`config.mk`:
```
export PLATFORM = sky130hd
export DESIGN_NAME = iwp_decoder
export DESIGN_NICKNAME = d
export VERILOG_FILES = /design/src/logic/iwp_pkg.sv /design/src/logic/iwp_decoder.sv
export VERILOG_INCLUDE_DIRS = /design/src /design/src/logic
export SDC_FILE = /design/constraint.sdc
export NUM_CORES = 1
export LEC_CHECK = 0
export ABC_CLOCK_PERIOD_IN_PS = 2800
export BUFFER_PORTS_ARGS = -buffer_cell sky130_fd_sc_hd__buf_2
export CELL_PAD_IN_SITES_DETAIL_PLACEMENT = 0
export CELL_PAD_IN_SITES_GLOBAL_PLACEMENT = 1
export CORE_MARGIN = 3
export CORE_UTILIZATION = 25
export DETAILED_ROUTE_END_ITERATION = 6
export GPL_ROUTABILITY_DRIVEN = 0
export PLACE_DENSITY = 0.66
export SYNTH_ARGS = -nofsm -noshare
export SYNTH_HDL_FRONTEND = slang
export SYNTH_SLANG_ARGS = --single-unit
```
`constraint.sdc`:
```
create_clock -name i_clock -period 2.8 [get_ports i_clock]
set_input_delay 0.14 -clock i_clock [delete_from_list [all_inputs] [get_ports i_clock]]
set_output_delay 0.14 -clock i_clock [all_outputs]
set_load 0.01 [all_outputs]
```
`src/logic/iwp_params.svh`:
```
// Constants of the interrupt, watchdog, power-down and port-input decoder.
// Function
// - The interrupt-mask instruction clears the master flag, and interrupts go off one machine cycle later.
// - The interrupt-unmask instruction sets the master flag to one so that interrupts may be serviced.
// - Interrupts come on only one machine cycle after the interrupt-unmask instruction.
// - The watchdog stop-arm instruction does not stop the watchdog but lets a later restart stop it.
// - The power-down permit instruction lets a later power-down or deep power-down take effect.
// - The single-line read puts the line into accumulator bit 0 and clears the upper 3 bits.
// - The first-port read loads all 4 bits of the first port into the accumulator.
// - The second-port read loads all 4 bits of the second port into the accumulator.
// - The third-port read loads the 2 port bits into bits 1 and 0 and clears bits 3 and 2.
`ifndef IWP_PARAMS_SVH
`define IWP_PARAMS_SVH
// Register byte offsets.
`define IWP_OFS_CTRL 12'h000
`define IWP_OFS_STATUS 12'h004
`define IWP_OFS_ACC 12'h008
// Control register fields and reset value.
`define IWP_CTRL_EN 0
`define IWP_CTRL_RST 32'h0000_0001
`define IWP_CTRL_EN_RST 1'b1
// Status register fields.
`define IWP_ST_FLAG 0
`define IWP_ST_IRQEN 1
`define IWP_ST_WDARM 2
`define IWP_ST_PDPERM 3
// Opcodes printed for the decoded instructions.
`define IWP_OP_MASK 10'h004
`define IWP_OP_UNMASK 10'h005
`define IWP_OP_WDARM 10'h29c
`define IWP_OP_RDLINE 10'h26f
`define IWP_OP_RDP0 10'h260
`define IWP_OP_RDP1 10'h261
`define IWP_OP_RDP2 10'h262
// Reset values of the state bits.
`define IWP_FLAG_RST 1'b0
`define IWP_ACC_RST 4'h0
`endif

```
`src/logic/iwp_pkg.sv`:
```
// Types shared by the decoder of interrupt, watchdog, power and port ops.
package iwp_pkg;
   // One-hot code of the instruction decoded in a machine cycle.
   typedef enum logic [11:0] {
      IWP_NONE = 12'h001,
      IWP_MASK = 12'h002,
      IWP_UNMASK = 12'h004,
      IWP_WDARM = 12'h008,
      IWP_WDRST = 12'h010,
      IWP_PDPERM = 12'h020,
      IWP_PDOWN = 12'h040,
      IWP_PDDEEP = 12'h080,
      IWP_RDLINE = 12'h100,
      IWP_RDP0 = 12'h200,
      IWP_RDP1 = 12'h400,
      IWP_RDP2 = 12'h800
   } iwp_op_e;
endpackage

```
`src/logic/iwp_decoder.sv`:
```
// Decoder and executor of the interrupt, watchdog, power and port ops.
//
// The implementer's own choices: the placing of the registers and register access over APB.
`timescale 1ns/1ps
`include "iwp_params.svh"
module iwp_decoder #(
   parameter logic [9:0] OP_WDRST = 10'h29e,
   parameter logic [9:0] OP_PDPERM = 10'h02d,
   parameter logic [9:0] OP_PDOWN = 10'h002,
   parameter logic [9:0] OP_PDDEEP = 10'h008
)(
   input wire logic i_clock,
   input wire logic i_reset,
   input wire logic i_mcycle,
   input wire logic i_exec,
   input wire logic [9:0] i_opcode,
   input wire logic i_line,
   input wire logic [3:0] i_first_port,
   input wire logic [3:0] i_second_port,
   input wire logic [1:0] i_third_port,
   input wire logic i_psel,
   input wire logic i_penable,
   input wire logic i_pwrite,
   input wire logic [11:0] i_paddr,
   input wire logic [31:0] i_pwdata,
   output logic [31:0] o_prdata,
   output logic o_pready,
   output logic o_pslverr,
   output logic o_irq_master_flag,
   output logic o_irq_enable,
   output logic o_acc_load,
   output logic [3:0] o_acc_data,
   output logic o_watchdog_restart,
   output logic o_watchdog_stop,
   output logic o_power_down,
   output logic o_deep_power_down,
   output logic o_done
);

   ////////////////////////////////////////////////////////////////////
   // Pin synchronisers.

   logic line_m_r;
   logic line_s_r;
   logic [3:0] first_m_r;
   logic [3:0] first_s_r;
   logic [3:0] second_m_r;
   logic [3:0] second_s_r;
   logic [1:0] third_m_r;
   logic [1:0] third_s_r;

   // Two stages per port pin before the accumulator path sees it.
   always_ff @(posedge i_clock)
   begin
      line_m_r <= i_line;
      line_s_r <= line_m_r;
      first_m_r <= i_first_port;
      first_s_r <= first_m_r;
      second_m_r <= i_second_port;
      second_s_r <= second_m_r;
      third_m_r <= i_third_port;
      third_s_r <= third_m_r;
   end

   ////////////////////////////////////////////////////////////////////
   // Instruction decode.

   logic ctrl_en_r;
   logic take;
   iwp_pkg::iwp_op_e op;

   // An instruction counts once, in the cycle where its machine cycle ends.
   assign take = i_exec && i_mcycle && ctrl_en_r;

   // Map the opcode word onto the one-hot operation code.
   always_comb
   begin
      op = iwp_pkg::IWP_NONE;
      if (take)
      begin
         if (i_opcode == `IWP_OP_MASK)
            op = iwp_pkg::IWP_MASK;
         else if (i_opcode == `IWP_OP_UNMASK)
            op = iwp_pkg::IWP_UNMASK;
         else if (i_opcode == `IWP_OP_WDARM)
            op = iwp_pkg::IWP_WDARM;
         else if (i_opcode == OP_WDRST)
            op = iwp_pkg::IWP_WDRST;
         else if (i_opcode == OP_PDPERM)
            op = iwp_pkg::IWP_PDPERM;
         else if (i_opcode == OP_PDOWN)
            op = iwp_pkg::IWP_PDOWN;
         else if (i_opcode == OP_PDDEEP)
            op = iwp_pkg::IWP_PDDEEP;
         else if (i_opcode == `IWP_OP_RDLINE)
            op = iwp_pkg::IWP_RDLINE;
         else if (i_opcode == `IWP_OP_RDP0)
            op = iwp_pkg::IWP_RDP0;
         else if (i_opcode == `IWP_OP_RDP1)
            op = iwp_pkg::IWP_RDP1;
         else if (i_opcode == `IWP_OP_RDP2)
            op = iwp_pkg::IWP_RDP2;
      end
   end

   ////////////////////////////////////////////////////////////////////
   // Execution state.

   logic flag_r;
   logic flag_nxt;
   logic irqen_r;
   logic irqen_nxt;
   logic wdarm_r;
   logic wdarm_nxt;
   logic pdperm_r;
   logic pdperm_nxt;
   logic [3:0] acc_r;
   logic [3:0] acc_nxt;
   logic load_r;
   logic load_nxt;
   logic wdrst_r;
   logic wdrst_nxt;
   logic wdstop_r;
   logic wdstop_nxt;
   logic pd_r;
   logic pd_nxt;
   logic pdd_r;
   logic pdd_nxt;
   logic done_r;

   // Next values of the flags, the accumulator and the one-cycle pulses.
   always_comb
   begin
      flag_nxt = flag_r;
      irqen_nxt = irqen_r;
      wdarm_nxt = wdarm_r;
      pdperm_nxt = pdperm_r;
      acc_nxt = acc_r;
      load_nxt = 1'b0;
      wdrst_nxt = 1'b0;
      wdstop_nxt = 1'b0;
      pd_nxt = 1'b0;
      pdd_nxt = 1'b0;
      // The enable seen by interrupt logic trails the flag by one machine cycle.
      if (i_mcycle)
         irqen_nxt = flag_r;
      unique case (op)
         iwp_pkg::IWP_NONE:
            flag_nxt = flag_r;
         iwp_pkg::IWP_MASK:
            flag_nxt = 1'b0;
         iwp_pkg::IWP_UNMASK:
            flag_nxt = 1'b1;
         iwp_pkg::IWP_WDARM:
            wdarm_nxt = 1'b1;
         iwp_pkg::IWP_WDRST:
         begin
            wdrst_nxt = 1'b1;
            wdstop_nxt = wdarm_r;
            wdarm_nxt = 1'b0;
         end
         iwp_pkg::IWP_PDPERM:
            pdperm_nxt = 1'b1;
         iwp_pkg::IWP_PDOWN:
         begin
            pd_nxt = pdperm_r;
            pdperm_nxt = 1'b0;
         end
         iwp_pkg::IWP_PDDEEP:
         begin
            pdd_nxt = pdperm_r;
            pdperm_nxt = 1'b0;
         end
         iwp_pkg::IWP_RDLINE:
         begin
            acc_nxt = {3'h0, line_s_r};
            load_nxt = 1'b1;
         end
         iwp_pkg::IWP_RDP0:
         begin
            acc_nxt = first_s_r;
            load_nxt = 1'b1;
         end
         iwp_pkg::IWP_RDP1:
         begin
            acc_nxt = second_s_r;
            load_nxt = 1'b1;
         end
         iwp_pkg::IWP_RDP2:
         begin
            acc_nxt = {2'h0, third_s_r};
            load_nxt = 1'b1;
         end
      endcase
   end

   // Register the execution state; reset clears every flag and pulse.
   always_ff @(posedge i_clock)
   begin
      if (i_reset)
      begin
         flag_r <= `IWP_FLAG_RST;
         irqen_r <= `IWP_FLAG_RST;
         wdarm_r <= 1'b0;
         pdperm_r <= 1'b0;
         acc_r <= `IWP_ACC_RST;
         load_r <= 1'b0;
         wdrst_r <= 1'b0;
         wdstop_r <= 1'b0;
         pd_r <= 1'b0;
         pdd_r <= 1'b0;
         done_r <= 1'b0;
      end
      else
      begin
         flag_r <= flag_nxt;
         irqen_r <= irqen_nxt;
         wdarm_r <= wdarm_nxt;
         pdperm_r <= pdperm_nxt;
         acc_r <= acc_nxt;
         load_r <= load_nxt;
         wdrst_r <= wdrst_nxt;
         wdstop_r <= wdstop_nxt;
         pd_r <= pd_nxt;
         pdd_r <= pdd_nxt;
         done_r <= (op != iwp_pkg::IWP_NONE);
      end
   end

   assign o_irq_master_flag = flag_r;
   assign o_irq_enable = irqen_r;
   assign o_acc_load = load_r;
   assign o_acc_data = acc_r;
   assign o_watchdog_restart = wdrst_r;
   assign o_watchdog_stop = wdstop_r;
   assign o_power_down = pd_r;
   assign o_deep_power_down = pdd_r;
   assign o_done = done_r;

   ////////////////////////////////////////////////////////////////////
   // APB slave.

   logic [31:0] prdata_r;
   logic [31:0] prdata_nxt;
   logic ctrl_en_nxt;
   logic setup;
   logic hit;
   logic wr;

   assign setup = i_psel && !i_penable;
   assign hit = (i_paddr == `IWP_OFS_CTRL) || (i_paddr == `IWP_OFS_STATUS) || (i_paddr == `IWP_OFS_ACC);
   assign wr = i_psel && i_penable && i_pwrite && (i_paddr == `IWP_OFS_CTRL);

   // Read data is captured in the setup phase and shown in the access phase.
   always_comb
   begin
      prdata_nxt = prdata_r;
      ctrl_en_nxt = ctrl_en_r;
      if (setup)
      begin
         prdata_nxt = 32'h0000_0000;
         if (!i_pwrite && i_paddr == `IWP_OFS_CTRL)
            prdata_nxt[`IWP_CTRL_EN] = ctrl_en_r;
         else if (!i_pwrite && i_paddr == `IWP_OFS_STATUS)
         begin
            prdata_nxt[`IWP_ST_FLAG] = flag_r;
            prdata_nxt[`IWP_ST_IRQEN] = irqen_r;
            prdata_nxt[`IWP_ST_WDARM] = wdarm_r;
            prdata_nxt[`IWP_ST_PDPERM] = pdperm_r;
         end
         else if (!i_pwrite && i_paddr == `IWP_OFS_ACC)
            prdata_nxt[3:0] = acc_r;
      end
      if (wr)
         ctrl_en_nxt = i_pwdata[`IWP_CTRL_EN];
   end

   // Register the bus state.
   always_ff @(posedge i_clock)
   begin
      if (i_reset)
      begin
         prdata_r <= 32'h0000_0000;
         ctrl_en_r <= `IWP_CTRL_EN_RST;
      end
      else
      begin
         prdata_r <= prdata_nxt;
         ctrl_en_r <= ctrl_en_nxt;
      end
   end

   // Zero wait states; unmapped addresses answer with an error.
   assign o_pready = 1'b1;
   assign o_pslverr = i_psel && i_penable && !hit;
   assign o_prdata = prdata_r;

   ////////////////////////////////////////////////////////////////////
   // Checks.

   a_mask_clears_flag: assert property (@(posedge i_clock) disable iff (i_reset)
      op == iwp_pkg::IWP_MASK |=> !o_irq_master_flag)
      else $error("mask op did not clear the master flag");
   a_mask_delay: assert property (@(posedge i_clock) disable iff (i_reset)
      op == iwp_pkg::IWP_MASK && o_irq_enable |=> o_irq_enable)
      else $error("interrupts disabled too early");
   a_unmask_sets_flag: assert property (@(posedge i_clock) disable iff (i_reset)
      op == iwp_pkg::IWP_UNMASK |=> o_irq_master_flag)
      else $error("unmask op did not set the master flag");
   a_enable_follows: assert property (@(posedge i_clock) disable iff (i_reset)
      i_mcycle |=> o_irq_enable == $past(o_irq_master_flag))
      else $error("enable does not trail the flag by one machine cycle");
   a_wd_stop_armed: assert property (@(posedge i_clock) disable iff (i_reset)
      o_watchdog_stop |-> o_watchdog_restart && !wdarm_r)
      else $error("watchdog stopped without a restart or stayed armed");
   a_wd_arm_nostop: assert property (@(posedge i_clock) disable iff (i_reset)
      op == iwp_pkg::IWP_WDARM |=> !o_watchdog_stop ##1 wdarm_r)
      else $error("arm op stopped the watchdog or failed to arm");
   a_pd_permit: assert property (@(posedge i_clock) disable iff (i_reset)
      (op == iwp_pkg::IWP_PDOWN || op == iwp_pkg::IWP_PDDEEP) && !pdperm_r |=> !o_power_down && !o_deep_power_down)
      else $error("power-down entered without permit");
   a_rd_line: assert property (@(posedge i_clock) disable iff (i_reset)
      op == iwp_pkg::IWP_RDLINE |=> o_acc_load && o_acc_data == {3'h0, $past(line_s_r)})
      else $error("line read gave a wrong accumulator");
   a_rd_first: assert property (@(posedge i_clock) disable iff (i_reset)
      op == iwp_pkg::IWP_RDP0 |=> o_acc_data == $past(first_s_r))
      else $error("first port read gave a wrong accumulator");
   a_rd_second: assert property (@(posedge i_clock) disable iff (i_reset)
      op == iwp_pkg::IWP_RDP1 |=> o_acc_data == $past(second_s_r))
      else $error("second port read gave a wrong accumulator");
   a_rd_third: assert property (@(posedge i_clock) disable iff (i_reset)
      op == iwp_pkg::IWP_RDP2 |=> o_acc_data == {2'h0, $past(third_s_r)})
      else $error("third port read gave a wrong accumulator");
   a_one_cycle: assert property (@(posedge i_clock) disable iff (i_reset)
      take |=> o_done == ($past(op) != iwp_pkg::IWP_NONE) ##1 !o_done || $past(take))
      else $error("instruction did not finish in one cycle");

endmodule

```
==> results_dict.tcl, run 1 <==
set metrics [dict create \
    grt_pass1_wl_microns 6730 \
    grt_pass1_vias 1438 \
    wl_met1_microns 1790 \
    internal-power_mw 0.848 \
    path_class "input port to register" \
    htree_levels 2 \
    pin_count 118 \
    start_util_pct 26.3 \
    wirelength_microns 4150 \
    nets 328 \
    synth-adder-area-share_pct 0 \
    top_layer "met4" \
    rows 30 \
    drt_pre_antenna_iters 4 \
    syn_inst 191 \
    ir_drop_mv 0.258 \
    worst_pin_slew_ns 0.634 \
    grt_start_max_net_pins 20 \
    n_antenna_cell 0 \
    total_power_mw 1.11 \
    pwr_density_cell_mw_per_mm2 491 \
    outcome "completed" \
    setup_violations 0 \
    cp.required_ns 2.98 \
    swShare_pct 23.8 \
    die_area_sq_mm 0.00837 \
    met2_length_microns 1970 \
    routedWlPerCell_microns 11.8 \
    vias 1502 \
    r2r-end "o_irq_master_flag" \
    synth-seq-cells 41 \
    whs_path_depth 3 \
    p_switching_mw 0.265 \
    worst_slack_ns 1.17 \
    holdWs_ns 0.0797 \
    hold_violations 0 \
    synth_compound_area_share_pct 13.9 \
    r2r_slack_ns 1.23 \
    yosysUniqueCellTypes 49 \
    min_delay_worst_endpoint "ctrl_en_r" \
    synth-simple-area-share_pct 19.6 \
    first_iter_violations 100 \
    post-place-ws_ns 0.897 \
    worstPathArrival_ns 1.81 \
    r2r_start "ctrl_en_r" \
    path_common_cell "nor4b_1" \
    cts-resized-gates 0 \
    finalSetupTns_ns 0 \
    p_leak_nw 1.01 \
    yosysSeqAreaShare_pct 44.9 \
    grtUsageTotal_pct 10.0 \
    fp.dieW_microns 91.5 \
    seqPwrFrac_pct 54.2 \
    final_core_util_pct 32.6 \
    syn_to_final_growth_pct 24.0 \
    slowest_stage "nor4b_1" \
    yosys_warnings 0 \
    cp-end-kind "register" \
    worstPathMaxFanout 4 \
    coreArea_sq_mm 0.00694 \
    cts_buffer_depth 2 \
    drv_cap 0 \
    avgSynthCellArea_sq_um 9.57 \
    async_flop_share_pct 0 \
    pwr-share-comb_pct 10.3 \
    yosys.area_share.xor_xnor_pct 0.479 \
    max_freq_mhz 615 \
    synth_top_family_by_area "simple AND/OR/NAND/NOR gates" \
    antenna_found_initial 0 \
    die_y_microns 91.5 \
    clockPowerShare_pct 35.5 \
    layout.cells.most_common_list "buf_2, dfxtp_1, conb_1" \
    syn_area_sq_mm 0.00183 \
    start_kind "input port" \
    slowest_delay_ns 0.57 \
    synth_enable_flop_cells 0 \
    detailed_place_hpwl_microns 3130 \
    ys.flop_type "dfxtp_1" \
    min_period_ns 1.63 \
    clock_sinks 41 \
    layout_commonest_cell "buf_2" \
    clk-insertion-delay-late_ns 0.28 \
    path_cells "buf_2 > nor4b_1 > nor4b_1 > a2111oi_0 > a311oi_1" \
    viasPerCell 4.25 \
    drv_slew 0 \
    layout_worst_path_cycle_share_pct 58.1 \
    numCtsBuffers 5 \
    ant_nets 0 \
    hold_class "input port to register" \
    grt-ovfl-total 0 \
    cts_tree "done" \
    hold_start "i_pwdata[0]" \
    port-buffer-count 57 \
    drive_above_1_share_pct 29.2 \
    synth.mux.area_fraction_pct 5.07 \
    slew_headroom_pct 57.4 \
    rsz0062_at_grt "no" \
    n_fill_cell 723 \
    worst-r2r-cell-count 4 \
    drc 0 \
    route.met3.wl_microns 372 \
    finClkSkew_ns 0.00242 \
    root_buffer "clkbuf_8" \
    clk_pin_slew_ns 0.08 \
]
==> metrics by stage <==
step	area, sq um	instances
2_1_floorplan	1930	218
5_1_grt	2270	353
3_5_place_dp	2060	334
3_3_place_gp	2060	334
6_report	2270	353
4_1_cts	2270	353
==> worst max-delay path, delay by kind of cell <==
family | cells | cell delay, ns
buffers and inverters | 1 | 0.11
AO/OA/AOI/OAI | 2 | 0.44
AND/OR/NAND/NOR | 2 | 1.11
==> cell usage after synthesis, drive strengths merged (3+ instances only) <==
library cell / count / share of area, %
dfxtp: 41 / 45
buf: 34 / 14
nor2: 15 / 3.1
nand2: 11 / 2.3
mux2i: 7 / 3.8
a21oi: 5 / 1.4
a22oi: 5 / 2.1
nor3: 5 / 1.4
nand2b: 4 / 1.4
a22o: 3 / 1.4
a32oi: 3 / 1.4
clkbuf: 3 / 0.62
inv: 3 / 0.62
nand3: 3 / 0.82
nor2b: 3 / 1.0
o21ai: 3 / 0.82
or3: 3 / 1.1
or4: 3 / 1.4
==> layout make-up <==
cell class	instances	area [sq um]	area share, %
clock buffers	6	82.6	3.64
clock inverters	2	13.8	0.607
inverters	3	11.3	0.497
multi-input cells	137	822	36.3
flip-flops and latches	41	821	36.2
well taps	96	120	5.30
repair buffers	68	395	17.4
==> sequential cells by signal, summed over array words and instances (netlist names), 2 cells and up <==
| name | flops |
|---|---|
| third_s_r | 2 |
| first_m_r | 4 |
| second_s_r | 4 |
| second_m_r | 4 |
| o_acc_data | 4 |
| first_s_r | 4 |
| third_m_r | 2 |
| o_prdata | 4 |
==> per-layer routing <==
| layer | track usage (%) | vias up |
|---|---|---|
| met5 | 0 | - |
| met4 | 1.88 | 0 |
| met3 | 3.73 | 2 |
| met2 | 17.3 | 71 |
| met1 | 11.9 | 676 |
| li1 | - | 753 |
==> worst max-delay path by stage <==
stage	start	to	slack, ns	cells past startpoint
after floorplan	i_opcode[4]	o_irq_master_flag	1.17	6
after global placement	i_opcode[4]	o_done	0.86	5
after detailed placement	i_opcode[4]	wdarm_r	0.90	6
after CTS	i_paddr[7]	o_pslverr	1.17	5
after global routing	i_opcode[4]	o_done	0.87	5
final	i_opcode[4]	o_done	1.17	5
==> cells by family (layout without fill, tap and decap cells) <==
logic type,count (synthesis),in the layout
simple gates,64,64
flops,41,41
buf+inv,40,79
compound gates,34,34
mux,9,9
other cells,2,29
xor+xnor,1,1
==> power groups by stage <==
stage	registers (mW)	logic (mW)	clock network (mW)
3_5_place_dp	0.617	0.103	0
4_1_cts	0.603	0.114	0.412
6_report	0.603	0.115	0.395
3_3_place_gp	0.617	0.102	0
5_1_grt	0.605	0.129	0.434
2_1_floorplan	0.616	0.0948	0
==> what timing repair did <==
| item | in CTS | in global routing |
|---|---|---|
| buffers inserted | 0 | 0 |
| hold endpoints to repair | 11 | 0 |
| hold buffers | 11 | 0 |
Note: power is estimated with default switching activity, not from simulation.
==> run 2, diff against run 1 <==
--- a/config.mk
+++ b/config.mk
@@ -6,7 +6,8 @@
 export SDC_FILE = /design/constraint.sdc
 export NUM_CORES = 1
 export LEC_CHECK = 0
-export ABC_CLOCK_PERIOD_IN_PS = 2800
+export ABC_AREA = 1
+export ABC_CLOCK_PERIOD_IN_PS = 1350
 export BUFFER_PORTS_ARGS = -buffer_cell sky130_fd_sc_hd__buf_2
 export CELL_PAD_IN_SITES_DETAIL_PLACEMENT = 0
 export CELL_PAD_IN_SITES_GLOBAL_PLACEMENT = 1
@@ -14,7 +15,7 @@
 export CORE_UTILIZATION = 25
 export DETAILED_ROUTE_END_ITERATION = 6
 export GPL_ROUTABILITY_DRIVEN = 0
-export PLACE_DENSITY = 0.66
+export PLACE_DENSITY = 0.71
 export SYNTH_ARGS = -nofsm -noshare
 export SYNTH_HDL_FRONTEND = slang
 export SYNTH_SLANG_ARGS = --single-unit
==> constraint.sdc (replaced) <==
create_clock -name i_clock -period 1.35 [get_ports i_clock]
set_input_delay 0.0675 -clock i_clock [delete_from_list [all_inputs] [get_ports i_clock]]
set_output_delay 0.0675 -clock i_clock [all_outputs]
set_load 0.01 [all_outputs]
==> run 2 against run 1 <==
Critical path depth is 2 higher. Register-to-register slack worse by 1.2 ns. Routed wire length is 4.8% higher. Cell area is 13% higher. Non-clock buffer count is 4 higher. Die area is 8.5% higher. Worst setup slack worse by 1.1 ns. Global-route usage is 0.67 points lower. Largest cell class unchanged. Highest routed layer unchanged.
==> results_dict.tcl, run 2 <==
set metrics [dict create \
    outcome "completed" \
    layout.cells.most_common_list "nand2_1, buf_2, nor2_1" \
    wirelength_microns 4350 \
    yosys_warnings 0 \
    vias 1774 \
    synth-seq-cells 41 \
    path_class "register to register" \
    grt_pass1_wl_microns 6750 \
    n_fill_cell 810 \
    hold_class "input port to register" \
    holdWs_ns 0.0628 \
    drv_cap 0 \
    yosysUniqueCellTypes 22 \
    layout_commonest_cell "nand2_1" \
    worstSetupStartpoint "ctrl_en_r" \
    max_freq_mhz 756 \
    final_area_sq_mm 0.00256 \
    clk-insertion-delay-late_ns 0.28 \
    htree_levels 2 \
    min_period_ns 1.32 \
    drc 0 \
    synthTopCellsByArea "dfxtp_1, nand2_1, buf_4, nor2_1, inv_1" \
    drive_above_1_share_pct 25.8 \
    r2r_start "ctrl_en_r" \
    yosysSeqAreaShare_pct 41.2 \
    grtUsageTotal_pct 9.36 \
    port-buffer-count 57 \
    die_area_sq_mm 0.00908 \
    syn_area_sq_mm 0.00199 \
    first_iter_violations 86 \
    pwr_density_cell_mw_per_mm2 1030 \
    viasPerCell 3.86 \
    start_kind "register" \
    async_flop_share_pct 0 \
    hold_violations 0 \
    rows 31 \
    syn_inst 285 \
    root_buffer "clkbuf_8" \
    ant_nets 0 \
    nets 432 \
    layout_worst_path_cycle_share_pct 98.0 \
    clk_pin_slew_ns 0.08 \
    setup_violations 0 \
    worst-r2r-cell-count 7 \
    avgSynthCellArea_sq_um 7.00 \
    synth_enable_flop_cells 0 \
    drv_slew 0 \
    clock_sinks 41 \
    drt_pre_antenna_iters 4 \
    ys_top_cells_by_count "nand2_1, dfxtp_1, nor2_1, inv_1, buf_4" \
    hold_start "i_mcycle" \
    pin_count 118 \
    ir_drop_mv 0.796 \
    cts_buffer_depth 2 \
    cp-end-kind "register" \
    r2r_slack_ns 0.03 \
    whs_path_depth 3 \
    detailed_place_hpwl_microns 3540 \
    rsz0062_at_grt "yes" \
    syn_to_final_growth_pct 28.4 \
    place_inst 440 \
    synth_top_area_cell "dfxtp_1" \
    grt_pass1_vias 1624 \
    worstPathMaxFanout 7 \
    coreArea_sq_mm 0.00749 \
    routedWlPerCell_microns 9.46 \
    grt-ovfl-total 0 \
    start_util_pct 26.6 \
    antenna_found_initial 0 \
    ys.flop_type "dfxtp_1" \
    place_area_sq_mm 0.00229 \
    synth.most_common_cell "nand2_1" \
    n_antenna_cell 0 \
    cp.required_ns 1.53 \
    cts_tree "done" \
    stdcell_count 460 \
    numCtsBuffers 5 \
    worstPathArrival_ns 1.50 \
    cts_setup_buffers 0 \
    p_leak_nw 1.32 \
    netlist.area_leader.share_pct 41.2 \
    grt_start_max_net_pins 15 \
    fp.dieW_microns 95.3 \
    finClkSkew_ns 0.00423 \
    die_y_microns 95.3 \
]
[run 2: cells by family (layout without fill, tap and decap cells)]
logic type | Yosys count | count (layout) | synth area share [%]
simple gates | 160 | 160 | 36.0
compound gates | 16 | 16 | 4.20
buf+inv | 66 | 115 | 18.3
flops | 41 | 41 | 41.2
other cells | 2 | 29 | 0.377
[run 2: critical path, cell delays in order (launching register included)]
cell,delay (ns)
dfxtp_2,0.33
nand2_2,0.06
nor2_4,0.22
nand4_1,0.23
nand2_2,0.15
nor2_4,0.06
a21oi_2,0.11
nor2_1,0.04
[run 2: final timing paths]
check                  endpoint
setup / recovery  o_acc_data[2]
hold / removal     o_irq_enable
setup reg to reg  o_acc_data[2]
hold reg to reg    first_s_r[0]
[run 2: metal layers]
metal | share of wire [%] | vias up | track usage, %
met5 | 0 | - | 0
met1 | 45 | 735 | 11.2
met3 | 8.0 | 6 | 2.76
met2 | 46 | 64 | 16.2
li1 | - | 969 | -
met4 | 0.83 | 0 | 2.64
[run 2: report_power, final]
group / total [mW] / internal, mW / switching (mW)
sequential: 1.25 / 1.24 / 0.00814
clock: 1.13 / 0.734 / 0.399
combinational: 0.253 / 0.0995 / 0.154
[run 2: area by class of cell]
class	count	area [sq um]	share of cell area [%]
multi-input combinational	205	921	36.0
tap	99	124	4.84
clock inverter	3	65.1	2.54
inverter	35	131	5.13
timing repair buffer	72	428	16.7
clock buffer	5	68.8	2.69
sequential	41	822	32.1
[run 2: metrics by stage]
step                      setup slack [ns]  setup TNS [ns]  util, %  power [mW]
after floorplan                      0.229               0        -        1.47
after detailed placement            0.0381               0     30.7        1.51
after global routing               -0.0502          -0.148     34.2        2.74
after global placement              0.0207               0     30.7        1.50
after CTS                           0.0240               0     34.0        2.66
final                               0.0273               0     34.2        2.64
[run 2: timing repair]
action | CTS | global route
hold buffers | 12 | 0
resized for setup | 0 | 6
endpoints found under the setup margin | 0 | 5
endpoints found under the hold margin | 12 | 0
==> run 3, diff against run 2 <==
--- a/config.mk
+++ b/config.mk
@@ -7,15 +7,16 @@
 export NUM_CORES = 1
 export LEC_CHECK = 0
 export ABC_AREA = 1
-export ABC_CLOCK_PERIOD_IN_PS = 1350
+export ABC_CLOCK_PERIOD_IN_PS = 1300
 export BUFFER_PORTS_ARGS = -buffer_cell sky130_fd_sc_hd__buf_2
 export CELL_PAD_IN_SITES_DETAIL_PLACEMENT = 0
 export CELL_PAD_IN_SITES_GLOBAL_PLACEMENT = 1
+export CORE_ASPECT_RATIO = 1.1
 export CORE_MARGIN = 3
 export CORE_UTILIZATION = 25
 export DETAILED_ROUTE_END_ITERATION = 6
 export GPL_ROUTABILITY_DRIVEN = 0
-export PLACE_DENSITY = 0.71
+export PLACE_DENSITY = 0.68
 export SYNTH_ARGS = -nofsm -noshare
 export SYNTH_HDL_FRONTEND = slang
 export SYNTH_SLANG_ARGS = --single-unit
==> constraint.sdc (replaced) <==
create_clock -name i_clock -period 1.3 [get_ports i_clock]
set_input_delay 0.065 -clock i_clock [delete_from_list [all_inputs] [get_ports i_clock]]
set_output_delay 0.065 -clock i_clock [all_outputs]
set_load 0.01 [all_outputs]
==> run 3 against run 2 <==
Die area about the same. Sequential cell count stayed put. Cell area hardly changed. Highest routed layer unchanged. Worst hold slack worse by 0.030 ns. Global-route usage up 0.65 points. Register-to-register slack better by 0.02 ns. Sequential share of layout area about the same. Clock power shrank 27%.
==> results_dict.tcl, run 3 (synthesis gave the netlist of run 2 again) <==
set metrics [dict create \
    numCtsBuffers 5 \
    hold_violations 0 \
    vias 1786 \
    cts_buffer_depth 2 \
    routedWlPerCell_microns 9.38 \
    finClkSkew_ns 0.00440 \
    place_area_sq_mm 0.00232 \
    layout.cells.most_common_list "nand2_1, buf_2, nor2_1" \
    stdcell_count 470 \
    fp.dieW_microns 91.2 \
    first_iter_violations 55 \
    clk-insertion-delay-late_ns 0.29 \
    final_core_util_pct 33.7 \
    grt-ovfl-total 0 \
    grtUsageTotal_pct 10.0 \
    n_fill_cell 874 \
    drive_above_1_share_pct 26.3 \
    worstPathMaxFanout 5 \
    ir_drop_mv 0.639 \
    grt_pass1_wl_microns 7400 \
    r2r_slack_ns 0.05 \
    syn_to_final_growth_pct 28.3 \
    drv_cap 0 \
    p_leak_nw 1.31 \
    start_util_pct 26.3 \
    worstPathArrival_ns 1.43 \
    ant_nets 0 \
    clock_sinks 41 \
    place_inst 448 \
    final_area_sq_mm 0.00256 \
    drt_pre_antenna_iters 4 \
    rsz0062_at_grt "yes" \
    min_period_ns 1.25 \
    layout_worst_path_cycle_share_pct 96.4 \
    antenna_found_initial 0 \
    die_area_sq_mm 0.00909 \
    n_antenna_cell 0 \
    hold_class "input port to register" \
    die_y_microns 99.7 \
    pwr_density_cell_mw_per_mm2 934 \
    detailed_place_hpwl_microns 3600 \
    setup_violations 0 \
    cp-end-kind "register" \
    layout_commonest_cell "nand2_1" \
    start_kind "register" \
    port-buffer-count 57 \
    holdWs_ns 0.0330 \
    htree_levels 2 \
    rows 33 \
    path_class "register to register" \
    max_freq_mhz 798 \
    nets 436 \
    clk_pin_slew_ns 0.08 \
    pin_count 118 \
    drv_slew 0 \
    coreArea_sq_mm 0.00760 \
    cts_tree "done" \
    grt_start_max_net_pins 15 \
    grt_pass1_vias 1733 \
    viasPerCell 3.80 \
    wirelength_microns 4410 \
    drc 0 \
    outcome "completed" \
    cp.required_ns 1.48 \
    root_buffer "clkbuf_8" \
]
[run 3: changes by cell type in the layout (fill, tap and decap cells not counted), sizes merged]
cell,previous run,this run
inv,35,36
clkinvlp,0,1
buf,60,63
nor2,52,53
bufinv,2,0
[run 3: path summary, 6_finish.rpt]
check / depth (start not counted) / end / start
hold reg to reg: 0 / first_s_r[1] / first_m_r[1]
setup reg to reg: 7 / o_acc_data[3] / ctrl_en_r
setup / recovery: 7 / o_acc_data[3] / ctrl_en_r
hold / removal: 3 / o_irq_enable / i_mcycle
[run 3: what timing repair did]
action | in CTS | in global routing
gates cloned | 1 | 0
gates resized for setup | 1 | 6
endpoints found under the hold margin | 12 | 0
hold buffers | 12 | 0
pin swaps | 3 | 8
endpoints found under the setup margin | 5 | 5
setup buffers | 0 | 1
[run 3: routing by layer]
layer / track usage [%] / vias up / routed length (microns)
met1: 10.7 / 736 / 1900
met3: 3.40 / 6 / 337
li1: - / 980 / -
met2: 18.5 / 64 / 2130
met4: 3.02 / 0 / 36
met5: 0 / - / 0
[run 3: cell type report]
| cell class | instances | area [sq um] | area share [%] |
|---|---|---|---|
| Multi-Input combinational cell | 206 | 933 | 36.5 |
| Sequential cell | 41 | 822 | 32.1 |
| Timing Repair Buffer | 75 | 450 | 17.6 |
| Inverter | 35 | 131 | 5.13 |
| Tap cell | 105 | 131 | 5.13 |
| Clock buffer | 5 | 68.8 | 2.69 |
| Clock inverter | 3 | 21.3 | 0.831 |
[run 3: power breakdown]
part / internal [mW] / switching [mW] / total, mW
Sequential: 1.29 / 0.00897 / 1.30
Clock: 0.380 / 0.440 / 0.820
Combinational: 0.107 / 0.162 / 0.268
[run 3: worst max-delay path, stage by stage, from the launching register on]
cell,delay [ns]
dfxtp_2,0.35
nand2_4,0.07
nor2_4,0.16
nand4_1,0.19
nand2_2,0.15
nor2_4,0.06
a21oi_1,0.12
nor2_1,0.05
[run 3: stage by stage]
| stage | worst slack [ns] | TNS, ns | power [mW] |
|---|---|---|---|
| floorplan | 0.179 | 0 | 1.53 |
| global placement | -0.0137 | -0.0229 | 1.56 |
| detailed placement | -0.0250 | -0.0348 | 1.57 |
| CTS | 0.00384 | 0 | 2.42 |
| global route | -0.0637 | -0.226 | 2.51 |
| finish | 0.0464 | 0 | 2.39 |
